`src/ufi_defs.vh`:
```
`ifndef UFI_DEFS_VH
`define UFI_DEFS_VH
// register byte offsets
`define UFI_ADDR_STAT1      8'h00
`define UFI_ADDR_STAT2      8'h04
`define UFI_ADDR_IEN1       8'h08
`define UFI_ADDR_IEN2       8'h0C
`define UFI_ADDR_IRQ_CTL_A  8'h10
`define UFI_ADDR_EP_INDEX   8'h14
`define UFI_ADDR_IN_CTL     8'h18
`define UFI_ADDR_MAX_PACKET_SIZE       8'h1C
`define UFI_ADDR_IN_FIFO    8'h20
`define UFI_ADDR_EVENT      8'h24
// status register 2 bit positions
`define UFI_S2_OVR_BIT      4
`define UFI_S2_RST_BIT      5
`define UFI_S2_RES_BIT      6
`define UFI_S2_SUS_BIT      7
// irq control a bits
`define UFI_ICA_FUNC_BIT    0
`define UFI_ICA_SOF_BIT     1
// in control register bits
`define UFI_IC_LOADED_BIT   0
`define UFI_IC_OCC_BIT      1
`define UFI_IC_UNDER_BIT    2
`define UFI_IC_FLUSH_BIT    3
`define UFI_IC_FBT_BIT      4
`define UFI_IC_TOGGLE_BIT   5
`define UFI_IC_AUTO_BIT     7
// timing
`define UFI_CLK_MHZ         250
`define UFI_SUSPEND_US      3000
`define UFI_BUSRESET_NS     2500000
`define UFI_SUSPEND_CYC     (`UFI_SUSPEND_US * `UFI_CLK_MHZ)
`define UFI_BUSRESET_CYC    (`UFI_BUSRESET_NS * `UFI_CLK_MHZ / 1000)
`define UFI_FIFO_BYTES      16
`endif

```
`src/ufi_core.v`:
```
// The AXI4-Lite interface to the registers and the address map were chosen for this implementation.
`timescale 1ns/100ps
`include "ufi_defs.vh"
module ufi_core #(
  parameter SUSPEND_CYC  = `UFI_SUSPEND_CYC,
  parameter BUSRESET_CYC = `UFI_BUSRESET_CYC,
  parameter NEP          = 5,
  parameter FIFO_BYTES   = `UFI_FIFO_BYTES
) (
  input  wire        aclk,
  input  wire        aresetn,
  input  wire [7:0]  s_axi_awaddr,
  input  wire        s_axi_awvalid,
  output wire        s_axi_awready,
  input  wire [31:0] s_axi_wdata,
  input  wire [3:0]  s_axi_wstrb,
  input  wire        s_axi_wvalid,
  output wire        s_axi_wready,
  output reg  [1:0]  s_axi_bresp,
  output reg         s_axi_bvalid,
  input  wire        s_axi_bready,
  input  wire [7:0]  s_axi_araddr,
  input  wire        s_axi_arvalid,
  output wire        s_axi_arready,
  output reg  [31:0] s_axi_rdata,
  output reg  [1:0]  s_axi_rresp,
  output reg         s_axi_rvalid,
  input  wire        s_axi_rready,
  input  wire        line_idle,
  input  wire        line_se0,
  input  wire [2:0]  ev_ep,
  input  wire        ev_rx_good,
  input  wire        ev_tx_ack,
  input  wire        ev_tx_sent,
  input  wire        ev_halt,
  input  wire        ev_overflow,
  input  wire        ev_starve,
  input  wire        ev_setup_abort,
  input  wire        ev_data_last_clr,
  input  wire        ev_iso_ovr,
  input  wire        ev_sof,
  input  wire        in_token,
  input  wire [2:0]  in_token_ep,
  output reg         in_send,
  output reg         in_nak,
  output reg         in_data_toggle,
  output reg         func_irq,
  output reg         sof_irq
);
  localparam NE = NEP;
  reg [7:0]  stat1_reg;
  reg [7:0]  stat2_reg;
  reg [7:0]  ien1_reg;
  reg [7:0]  ien2_reg;
  reg [1:0]  ica_reg;
  reg [2:0]  epsel_reg;
  reg [7:0]  max_packet_size_reg [0:NE-1];
  reg [NE-1:0] auto_reg;
  reg [NE-1:0] fbt_reg;
  reg [NE-1:0] tog_reg;
  reg [NE-1:0] under_reg;
  reg        suspended_reg;
  reg        line_idle_d_reg;
  reg        aw_hold_reg;
  reg        w_hold_reg;
  reg [7:0]  awaddr_reg;
  reg [31:0] wdata_reg;
  reg [3:0]  wstrb_reg;
  wire       suspend_hit;
  wire       busreset_hit;
  wire       usb_rst = busreset_hit;
  wire [NE-1:0] loaded;
  wire [NE-1:0] occupied;
  wire [NE-1:0] dual;
  wire [7:0]    rd_byte [0:NE-1];

  // one-hot of an endpoint number
  function [NE-1:0] ep_hot;
    input [2:0] ep;
    begin
      ep_hot = (ep < NE) ? ({{(NE-1){1'b0}}, 1'b1} << ep) : {NE{1'b0}};
    end
  endfunction

  // packet size seen by a fifo: ep0 never double buffers, and an oversize
  // value must not wrap into the dual range when cut to five bits
  function [4:0] fifo_max_packet_size;
    input [7:0] mp;
    input       is_ep0;
    begin
      if (is_ep0 || mp > FIFO_BYTES)
        fifo_max_packet_size = 5'h1F;
      else
        fifo_max_packet_size = mp[4:0];
    end
  endfunction

  ufi_idle_timer #(.LIMIT(SUSPEND_CYC)) u_susp (
    .aclk    (aclk),
    .aresetn (aresetn),
    .cond    (line_idle & ~suspended_reg),
    .hit     (suspend_hit)
  );
  ufi_idle_timer #(.LIMIT(BUSRESET_CYC)) u_brst (
    .aclk    (aclk),
    .aresetn (aresetn),
    .cond    (line_se0),
    .hit     (busreset_hit)
  );

  // write channel: either order, response after both
  assign s_axi_awready = ~aw_hold_reg & ~s_axi_bvalid;
  assign s_axi_wready  = ~w_hold_reg & ~s_axi_bvalid;
  wire       aw_now = aw_hold_reg | (s_axi_awvalid & s_axi_awready);
  wire       w_now  = w_hold_reg | (s_axi_wvalid & s_axi_wready);
  wire       wr_go  = aw_now & w_now;
  wire [7:0]  wa = aw_hold_reg ? awaddr_reg : s_axi_awaddr;
  wire [31:0] wd = w_hold_reg ? wdata_reg : s_axi_wdata;
  wire [3:0]  ws = w_hold_reg ? wstrb_reg : s_axi_wstrb;
  wire       wr_b0 = wr_go & ws[0];
  wire [NE-1:0] sel = ep_hot(epsel_reg);
  wire       wr_fifo = wr_b0 && wa == `UFI_ADDR_IN_FIFO;
  wire       wr_inctl = wr_b0 && wa == `UFI_ADDR_IN_CTL;
  // writes while loaded are dropped so the armed packet stays intact
  wire [NE-1:0] fifo_we = (wr_fifo ? sel : {NE{1'b0}}) & ~loaded;
  wire [NE-1:0] arm_set = (wr_inctl && wd[`UFI_IC_LOADED_BIT]) ? sel : {NE{1'b0}};
  wire [NE-1:0] flush_set = (wr_inctl && wd[`UFI_IC_FLUSH_BIT]) ? sel : {NE{1'b0}};
  wire [NE-1:0] ev_hot = ep_hot(ev_ep);
  wire [NE-1:0] ack_hot = ev_tx_ack ? ev_hot : {NE{1'b0}};
  wire [NE-1:0] abort_hot = {{(NE-1){1'b0}}, ev_setup_abort};
  wire [NE-1:0] tok_hot = in_token ? ep_hot(in_token_ep) : {NE{1'b0}};
  // feedback endpoints send on every token, ack or not
  wire [NE-1:0] sent_hot = ack_hot | ((ev_tx_sent ? ev_hot : {NE{1'b0}}) & fbt_reg);

  genvar g;
  generate
    for (g = 0; g < NE; g = g + 1) begin : g_ep
      ufi_in_fifo #(.DEPTH(FIFO_BYTES), .AW(4)) u_fifo (
        .aclk               (aclk),
        .aresetn            (aresetn & ~usb_rst),
        .wr_en              (fifo_we[g]),
        .wr_data            (wd[7:0]),
        .max_packet_size    (fifo_max_packet_size(max_packet_size_reg[g], g == 0)),
        .auto_arm           (auto_reg[g] & (g != 0)),
        .arm_set            (arm_set[g]),
        .pkt_done           (sent_hot[g]),
        .flush              (flush_set[g]),
        .abort_clr          (abort_hot[g]),
        .rd_en              (tok_hot[g]),
        .rd_data            (rd_byte[g]),
        .packet_loaded_flag (loaded[g]),
        .occupied           (occupied[g]),
        .dual_mode          (dual[g])
      );
    end
  endgenerate

  // event status bits: set wins over software clear
  wire [7:0] set1;
  wire [7:0] set2;
  wire       ep0_ev = ev_hot[0] & (ev_rx_good | ev_tx_ack | ev_halt | ev_setup_abort | ev_data_last_clr);
  assign set1[0] = ep0_ev;
  assign set1[4:1] = ev_hot[4:1] & {4{ev_rx_good | ev_halt | ev_overflow}};
  assign set1[7:5] = 3'b000;
  assign set2[3:0] = ev_hot[4:1] & {4{ev_tx_ack | ev_starve}};
  assign set2[`UFI_S2_OVR_BIT] = ev_iso_ovr;
  assign set2[`UFI_S2_RST_BIT] = busreset_hit;
  assign set2[`UFI_S2_RES_BIT] = suspended_reg & line_idle_d_reg & ~line_idle;
  assign set2[`UFI_S2_SUS_BIT] = suspend_hit;
  wire [7:0] clr1 = (wr_b0 && wa == `UFI_ADDR_STAT1) ? wd[7:0] : 8'h00;
  wire [7:0] clr2 = (wr_b0 && wa == `UFI_ADDR_STAT2) ? wd[7:0] : 8'h00;
  // reset and resume bits are always enabled
  wire [7:0] en2 = ien2_reg | 8'h60;
  wire any_func = |(stat1_reg & ien1_reg) | |(stat2_reg & en2);
  integer i;

  always @(posedge aclk) begin
    if (!aresetn) begin
      stat1_reg <= 8'h00;
      stat2_reg <= 8'h00;
      line_idle_d_reg <= 1'b0;
      suspended_reg <= 1'b0;
      func_irq <= 1'b0;
      sof_irq <= 1'b0;
      ica_reg <= 2'b00;
      aw_hold_reg <= 1'b0;
      w_hold_reg <= 1'b0;
      awaddr_reg <= 8'h00;
      wdata_reg <= 32'h0000_0000;
      wstrb_reg <= 4'h0;
      s_axi_bvalid <= 1'b0;
      s_axi_bresp <= 2'b00;
    end else begin
      line_idle_d_reg <= line_idle;
      // reset event keeps only its own flag; other status returns to default
      if (usb_rst) begin
        stat1_reg <= 8'h00;
        stat2_reg <= (stat2_reg & ~clr2 & 8'h20) | set2;
        suspended_reg <= 1'b0;
      end else begin
        stat1_reg <= (stat1_reg & ~clr1) | set1;
        stat2_reg <= (stat2_reg & ~clr2) | set2;
        if (suspend_hit)
          suspended_reg <= 1'b1;
        else if (set2[`UFI_S2_RES_BIT])
          suspended_reg <= 1'b0;
      end
      func_irq <= ica_reg[`UFI_ICA_FUNC_BIT] & any_func;
      sof_irq <= ica_reg[`UFI_ICA_SOF_BIT] & ev_sof;
      if (wr_b0 && wa == `UFI_ADDR_IRQ_CTL_A)
        ica_reg <= wd[1:0];
      if (s_axi_awvalid && s_axi_awready && !wr_go) begin
        aw_hold_reg <= 1'b1;
        awaddr_reg <= s_axi_awaddr;
      end
      if (s_axi_wvalid && s_axi_wready && !wr_go) begin
        w_hold_reg <= 1'b1;
        wdata_reg <= s_axi_wdata;
        wstrb_reg <= s_axi_wstrb;
      end
      if (wr_go) begin
        aw_hold_reg <= 1'b0;
        w_hold_reg <= 1'b0;
        s_axi_bvalid <= 1'b1;
        s_axi_bresp <= (wa > `UFI_ADDR_EVENT || wa[1:0] != 2'b00) ? 2'b10 : 2'b00;
      end else if (s_axi_bready) begin
        s_axi_bvalid <= 1'b0;
      end
    end
  end

  // usb-side registers, also returned to defaults by bus reset
  always @(posedge aclk) begin
    if (!aresetn || usb_rst) begin
      ien1_reg <= 8'hFF;
      ien2_reg <= 8'hFF;
      epsel_reg <= 3'b000;
      auto_reg <= {NE{1'b0}};
      fbt_reg <= {NE{1'b0}};
      tog_reg <= {NE{1'b0}};
      under_reg <= {NE{1'b0}};
      for (i = 0; i < NE; i = i + 1)
        max_packet_size_reg[i] <= 8'h08;
    end else begin
      if (wr_b0 && wa == `UFI_ADDR_IEN1)
        ien1_reg <= wd[7:0];
      if (wr_b0 && wa == `UFI_ADDR_IEN2)
        ien2_reg <= wd[7:0];
      if (wr_b0 && wa == `UFI_ADDR_EP_INDEX)
        epsel_reg <= wd[2:0];
      for (i = 0; i < NE; i = i + 1) begin
        if (wr_b0 && wa == `UFI_ADDR_MAX_PACKET_SIZE && sel[i])
          max_packet_size_reg[i] <= wd[7:0];
        if (wr_inctl && sel[i]) begin
          auto_reg[i] <= wd[`UFI_IC_AUTO_BIT];
          fbt_reg[i] <= wd[`UFI_IC_FBT_BIT];
        end
        if (sent_hot[i])
          tog_reg[i] <= ~tog_reg[i];
        if (ev_starve && ev_hot[i])
          under_reg[i] <= 1'b1;
        else if (wr_inctl && sel[i] && wd[`UFI_IC_UNDER_BIT])
          under_reg[i] <= 1'b0;
      end
    end
  end

  // token answer: feedback endpoints always send, others only when armed
  wire [2:0] tep = (in_token_ep < NE) ? in_token_ep : 3'b000;
  always @(posedge aclk) begin
    if (!aresetn) begin
      in_send <= 1'b0;
      in_nak <= 1'b0;
      in_data_toggle <= 1'b0;
    end else begin
      in_send <= in_token & (fbt_reg[tep] | occupied[tep]);
      in_nak <= in_token & ~fbt_reg[tep] & ~occupied[tep];
      in_data_toggle <= tog_reg[tep];
    end
  end

  // read channel answers one cycle after the address is taken
  assign s_axi_arready = ~s_axi_rvalid;
  always @(posedge aclk) begin
    if (!aresetn) begin
      s_axi_rvalid <= 1'b0;
      s_axi_rdata <= 32'h0000_0000;
      s_axi_rresp <= 2'b00;
    end else if (s_axi_arvalid && s_axi_arready) begin
      s_axi_rvalid <= 1'b1;
      s_axi_rresp <= 2'b00;
      if (s_axi_araddr == `UFI_ADDR_STAT1)
        s_axi_rdata <= {24'h00_0000, stat1_reg};
      else if (s_axi_araddr == `UFI_ADDR_STAT2)
        s_axi_rdata <= {24'h00_0000, stat2_reg};
      else if (s_axi_araddr == `UFI_ADDR_IEN1)
        s_axi_rdata <= {24'h00_0000, ien1_reg};
      else if (s_axi_araddr == `UFI_ADDR_IEN2)
        s_axi_rdata <= {24'h00_0000, ien2_reg};
      else if (s_axi_araddr == `UFI_ADDR_IRQ_CTL_A)
        s_axi_rdata <= {30'h0000_0000, ica_reg};
      else if (s_axi_araddr == `UFI_ADDR_EP_INDEX)
        s_axi_rdata <= {29'h0000_0000, epsel_reg};
      else if (s_axi_araddr == `UFI_ADDR_IN_CTL)
        s_axi_rdata <= {24'h00_0000, auto_reg[epsel_reg % NE], 1'b0, tog_reg[epsel_reg % NE],
                        fbt_reg[epsel_reg % NE], 1'b0, under_reg[epsel_reg % NE],
                        occupied[epsel_reg % NE], loaded[epsel_reg % NE]};
      else if (s_axi_araddr == `UFI_ADDR_MAX_PACKET_SIZE)
        s_axi_rdata <= {23'h00_0000, dual[epsel_reg % NE], max_packet_size_reg[epsel_reg % NE]};
      else if (s_axi_araddr == `UFI_ADDR_IN_FIFO || s_axi_araddr == `UFI_ADDR_EVENT)
        s_axi_rdata <= 32'h0000_0000;
      else begin
        s_axi_rdata <= 32'h0000_0000;
        s_axi_rresp <= 2'b10;
      end
    end else if (s_axi_rready) begin
      s_axi_rvalid <= 1'b0;
    end
  end
endmodule // ufi_core

```
`src/ufi_idle_timer.v`:
```
`timescale 1ns/100ps
// counts consecutive cycles of a condition; pulses once on reaching limit
module ufi_idle_timer #(
  parameter LIMIT = 1000
) (
  input  wire aclk,
  input  wire aresetn,
  input  wire cond,
  output reg  hit
);
  reg [31:0] count_reg;
  always @(posedge aclk) begin
    if (!aresetn) begin
      count_reg <= 32'h0000_0000;
      hit       <= 1'b0;
    end else if (!cond) begin
      count_reg <= 32'h0000_0000;
      hit       <= 1'b0;
    end else begin
      hit <= (count_reg == LIMIT - 1);
      if (count_reg != LIMIT)
        count_reg <= count_reg + 32'h0000_0001;
    end
  end
endmodule // ufi_idle_timer

```
`src/ufi_in_fifo.v`:
```
`timescale 1ns/100ps
`include "ufi_defs.vh"
// one IN fifo with single/dual packet bookkeeping
module ufi_in_fifo #(
  parameter DEPTH = 16,
  parameter AW    = 4
) (
  input  wire         aclk,
  input  wire         aresetn,
  input  wire         wr_en,
  input  wire [7:0]   wr_data,
  input  wire [AW:0]  max_packet_size,
  input  wire         auto_arm,
  input  wire         arm_set,
  input  wire         pkt_done,
  input  wire         flush,
  input  wire         abort_clr,
  input  wire         rd_en,
  output reg  [7:0]   rd_data,
  output wire         packet_loaded_flag,
  output wire         occupied,
  output wire         dual_mode
);
  reg [7:0]  mem [0:DEPTH-1];
  reg [AW-1:0] wptr_reg;
  reg [AW-1:0] rptr_reg;
  reg [AW:0]   wcnt_reg;
  reg [1:0]    npkt_reg;
  wire         release_pkt = pkt_done | flush;
  wire         arm = arm_set | (auto_arm & wr_en & (wcnt_reg + 1'b1 == max_packet_size));
  assign dual_mode = (max_packet_size <= DEPTH / 2);
  // dual mode: loaded flag only while both slots are full, drops as soon as one slot is free
  assign packet_loaded_flag = dual_mode ? (npkt_reg == 2'd2) : (npkt_reg != 2'd0);
  assign occupied = (npkt_reg != 2'd0);
  always @(posedge aclk) begin
    if (wr_en) begin
      mem[wptr_reg] <= wr_data;
    end
    rd_data <= mem[rptr_reg];
  end
  always @(posedge aclk) begin
    if (!aresetn) begin
      wptr_reg <= {AW{1'b0}};
      rptr_reg <= {AW{1'b0}};
      wcnt_reg <= {(AW+1){1'b0}};
      npkt_reg <= 2'd0;
    end else begin
      if (wr_en)
        wptr_reg <= wptr_reg + 1'b1;
      if (rd_en)
        rptr_reg <= rptr_reg + 1'b1;
      if (arm)
        wcnt_reg <= {(AW+1){1'b0}};
      else if (wr_en)
        wcnt_reg <= wcnt_reg + 1'b1;
      // flush acts as one packet sent: drops the older one
      if (abort_clr)
        npkt_reg <= 2'd0;
      else if (arm && !release_pkt && npkt_reg != 2'd2)
        npkt_reg <= dual_mode ? npkt_reg + 2'd1 : 2'd1;
      else if (!arm && release_pkt && npkt_reg != 2'd0)
        npkt_reg <= npkt_reg - 2'd1;
    end
  end
endmodule // ufi_in_fifo

```
`config.mk`:
```
export PLATFORM = sky130hd
export DESIGN_NAME = ufi_core
export DESIGN_NICKNAME = d
export VERILOG_FILES = /design/src/ufi_core.v /design/src/ufi_idle_timer.v /design/src/ufi_in_fifo.v
export VERILOG_INCLUDE_DIRS = /design/src /design/src/src
export SDC_FILE = /design/constraint.sdc
export NUM_CORES = 1
export LEC_CHECK = 0
export ABC_CLOCK_PERIOD_IN_PS = 4800
export BUFFER_PORTS_ARGS = -buffer_cell sky130_fd_sc_hd__buf_2
export CORE_UTILIZATION = 55
export DETAILED_ROUTE_END_ITERATION = 8
export PLACE_DENSITY_LB_ADDON = 0.2
export REMOVE_ABC_BUFFERS = 1
export SYNTH_ARGS = -nofsm -noshare
export SYNTH_HDL_FRONTEND = slang
export SYNTH_SLANG_ARGS = --single-unit
export TNS_END_PERCENT = 30
```
`constraint.sdc`:
```
create_clock -name aclk -period 4.8 [get_ports aclk]
set_input_delay 0 -clock aclk [delete_from_list [all_inputs] [get_ports aclk]]
set_output_delay 0 -clock aclk [all_outputs]
set_load 0.01 [all_outputs]
```
==> flow_metrics.py <==
metrics = {
    "setup_path": {
        "cp_top_family": "simple AND/OR/NAND/NOR gates",
        "cp_num_buf_inv": 0,
        "cp-end-kind": "flop",
        "r2r_cells": 7,
        "max_stage_delay_ns": 0.69,
        "path_cells": "or3b_1 -> a222oi_1 -> nand4_2 -> nor3_1 -> a32o_1 -> mux2_2 -> o211a_1",
        "start_kind": "flop",
        "path_class": "flop to flop",
        "arrival_ns": 4.22,
        "worstPathRequired_ns": 5.21,
        "setup.reg_to_reg.worst_slack_ns": 0.99,
        "crit_path_max_fanout": 20,
        "reg2reg_from": "aw_hold_reg",
        "cpMaxStageDelayCell": "nor3_1",
        "rr_endpoint": "g_ep[2].u_fifo.npkt_reg[0]",
    },
    "synth": {
        "netlist_instances": 1350,
        "synth_area_per_cell_um2": 8.87,
        "synthArstFlopShare": 0,
        "yosysTopAreaCell": "dfxtp_1",
        "synth_ff_type": "dfxtp_1",
        "synth-seq-cells": 232,
        "yosysWarnings": 0,
        "yosysTopAreaCellShare": 0.321,
        "netlist-cell-type-count": 71,
        "synth_seq_area_share": 0.421,
        "synthTopCellsByArea": "dfxtp_1, edfxtp_1, nor2_1",
        "synth_edf_count": 40,
        "netlist_area_um2": 12000,
    },
    "power_and_ir_drop": {
        "vdd_drop_max_mv": 0.272,
        "p_seq_frac": 0.460,
        "power.density_nw_per_um2": 323,
        "power_switching_uw": 1040,
        "pwr-share-comb": 0.077,
        "pwr-share-clk": 0.463,
        "internal_power_uw": 3430,
        "leakage_uw": 0.00537,
        "switching_share": 0.233,
    },
    "sta": {
        "slew_headroom": 0.260,
        "slew_violations": 0,
        "rsz0062_at_grt": "false",
        "finalSetupTns_ns": 0,
        "finalHoldViolations": 0,
        "period_minus_slack_ns": 3.81,
        "holdWs_ns": 0.0596,
        "setup_viol": 0,
        "worst_pin_slew_ns": 1.11,
        "max_freq_ghz": 0.262,
        "clock-skew-final_ns": 0.0132,
        "fin_crit_sh": 0.794,
    },
    "clocking": {
        "clockBufferDepth": 3,
        "postCtsSetupBuffers": 0,
        "numClockSinks": 232,
        "clkTransAtPathRegs_ns": 0.06,
        "root_buffer": "clkbuf_16",
        "htreeDepth": 1,
        "post_cts_resized": 0,
        "cts_hold_buf": 47,
        "cts_buffers": 25,
        "clk_latency_ns": 0.53,
        "cts_tree": "done",
    },
    "floorplanning": {
        "io_pins": 124,
        "die_area_um2": 22400,
        "die_h_um": 150,
        "dieWidth_um": 150,
        "row_count": 53,
        "core_area_um2": 21200,
        "start_util": 0.566,
    },
    "worst_hold_path": {
        "hp-start": "s_axi_arvalid",
        "hold_path_end": "s_axi_rdata[8]",
        "min_path_type": "primary input to flop",
        "holdPathStages": 4,
    },
    "final_layout": {
        "drive_gt1_frac": 0.112,
        "area_delta_synth_final_pct": 15.7,
        "antenna_cells": 0,
        "ff_latch_area_um2": 5040,
        "multiInputGateArea_um2": 6530,
        "nNetsFinal": 1560,
        "filler_cell_count": 1788,
        "largest_reg_flops": 40,
    },
    "detailed_routing": {
        "drc": 0,
        "vias": 10324,
        "wirelength_um": 30900,
        "drt-initial-drc-count": 702,
        "dr.pass1.iters": 6,
        "ant_nets": 0,
        "wl_per_cell_um": 17.6,
        "routed_via_density": 5.89,
    },
    "grt": {
        "grt_pass1_wl_um": 49500,
        "use_met3": 0.0479,
        "grtUsageMet2": 0.442,
        "antenna_found_initial": 0,
        "grt_usage": 0.279,
        "grt_pass1_vias": 9696,
        "grtUsageMet1": 0.384,
        "grt_overflow": 0,
        "grt_max_degree": 39,
        "grt_busiest_layer": "met2",
    },
    "run": {
        "cap_violations": 0,
    },
    "placed_design": {
        "port_buffers": 71,
        "dp_hpwl_um": 22000,
        "place.gp.congestion": 0.923,
    },
    "run_status": {
        "status": "finished, final reports clean",
    },
}
-- metal layers --
metal  wire length [um]  share of wire  up-vias
met4                914          0.030        0
met1              13800           0.45     4888
met3               2160          0.070       63
li1                   -              -     5013
met2              14100           0.46      360
met5                  0              0        -
-- logic make-up after synthesis --
logic type	Yosys count	share of synthesized area
buf+inv	106	0.0420
flops	232	0.421
mux	58	0.0620
fa+ha+maj	23	0.0240
compound gates	242	0.134
other cells	1	0.000313
xor+xnor	107	0.0794
simple gates	581	0.236
-- synthesized netlist by cell type (4+ instances only) --
cell type and count:
a31oi_1 20, a211oi_1 23, and2_1 6, a22oi_1 11, o21ai_0 51, xnor2_1 40
or4b_2 4, o211a_1 6, nand3_1 59, or2_2 5, nor3_1 25, mux2i_1 37
nand4_1 18, a221o_1 5, clkbuf_1 41, nor3b_1 9, ha_1 23, o31ai_1 11
or3_1 15, mux4_2 12, nor4_1 14, xor2_1 66, or4_1 5, dfxtp_1 192
and3_1 26, nor2b_1 18, a21oi_1 53, or3b_2 4, o211ai_1 23, mux2_2 9
nand3b_1 9, edfxtp_1 40, nand2b_1 18, inv_1 34, buf_4 25, nor4b_1 4
nor2_1 199, nand2_1 123, and4_1 8, a21o_1 4, o22ai_1 4
-- layout make-up --
type                    count  area share
inverters                  34     0.00922
clock inverters            19      0.0183
clock buffers              27      0.0457
well taps                 275      0.0248
repair buffers            130      0.0661
multi-input cells        1036       0.471
flip-flops and latches    232       0.364
-- power groups by stage --
stage	Clock (uW)	Combinational, uW	Sequential, uW
after floorplan	0	185	2090
after global placement	0	303	2100
after detailed placement	0	307	2100
after CTS	2100	338	2060
after global routing	2180	377	2060
final	2070	345	2060
-- cells in the final DEF (no fill, tap or decap), drive strengths merged, types with 9 or more instances in the layout --
cell | Yosys | final
clkbuf | 41 | 27
mux2i | 37 | 37
inv | 34 | 35
a22oi | 11 | 11
nand2b | 18 | 18
conb | 1 | 25
nor4 | 14 | 14
nor2b | 18 | 18
o31ai | 11 | 11
a211oi | 23 | 23
a31oi | 20 | 20
o21ai | 51 | 51
buf | 31 | 83
nand3 | 59 | 59
dfxtp | 192 | 192
mux4 | 12 | 12
o211ai | 23 | 23
mux2 | 9 | 9
clkinv | 0 | 9
nand3b | 9 | 9
nor3b | 9 | 9
or3 | 15 | 15
a21oi | 53 | 53
and3 | 26 | 26
nor3 | 25 | 25
dlygate4sd3 | 0 | 47
edfxtp | 40 | 40
nand2 | 123 | 123
xnor2 | 40 | 40
nand4 | 19 | 19
ha | 23 | 23
nor2 | 201 | 201
xor2 | 66 | 66
-- how the worst max path moves through the flow --
stage / from / to / slack, ns / cells past startpoint
5_1_grt: aw_hold_reg / g_ep[2].u_fifo.npkt_reg[0] / 0.65 / 7
3_5_place_dp: aw_hold_reg / g_ep[2].u_fifo.npkt_reg[0] / 1.01 / 7
2_1_floorplan: epsel_reg[1] / s_axi_rdata[1] / 1.41 / 10
6_report: aw_hold_reg / g_ep[2].u_fifo.npkt_reg[0] / 0.99 / 7
3_3_place_gp: aw_hold_reg / g_ep[1].u_fifo.npkt_reg[1] / 1.10 / 8
4_1_cts: aw_hold_reg / g_ep[2].u_fifo.npkt_reg[0] / 1.0 / 7
-- worst min-delay path, stage by stage --
cell	delay, ns
buf_2	0.11
nor2b_1	0.22
nand3_1	0.14
a21oi_1	0.07
-- through the flow --
| stage | util | power, uW | cell area [um2] | std cells | setup WS, ns |
|---|---|---|---|---|---|
| finish | 0.655 | 4480 | 13800 | 1753 | 0.989 |
| global route | 0.655 | 4620 | 13800 | 1753 | 0.651 |
| CTS | 0.655 | 4500 | 13800 | 1753 | 0.998 |
| detailed placement | 0.590 | 2410 | 12500 | 1660 | 1.01 |
| global placement | 0.590 | 2400 | 12500 | 1660 | 1.10 |
| floorplan | - | 2280 | 11700 | 1302 | 1.41 |
No activity file was read; power rests on OpenSTA's default activity.
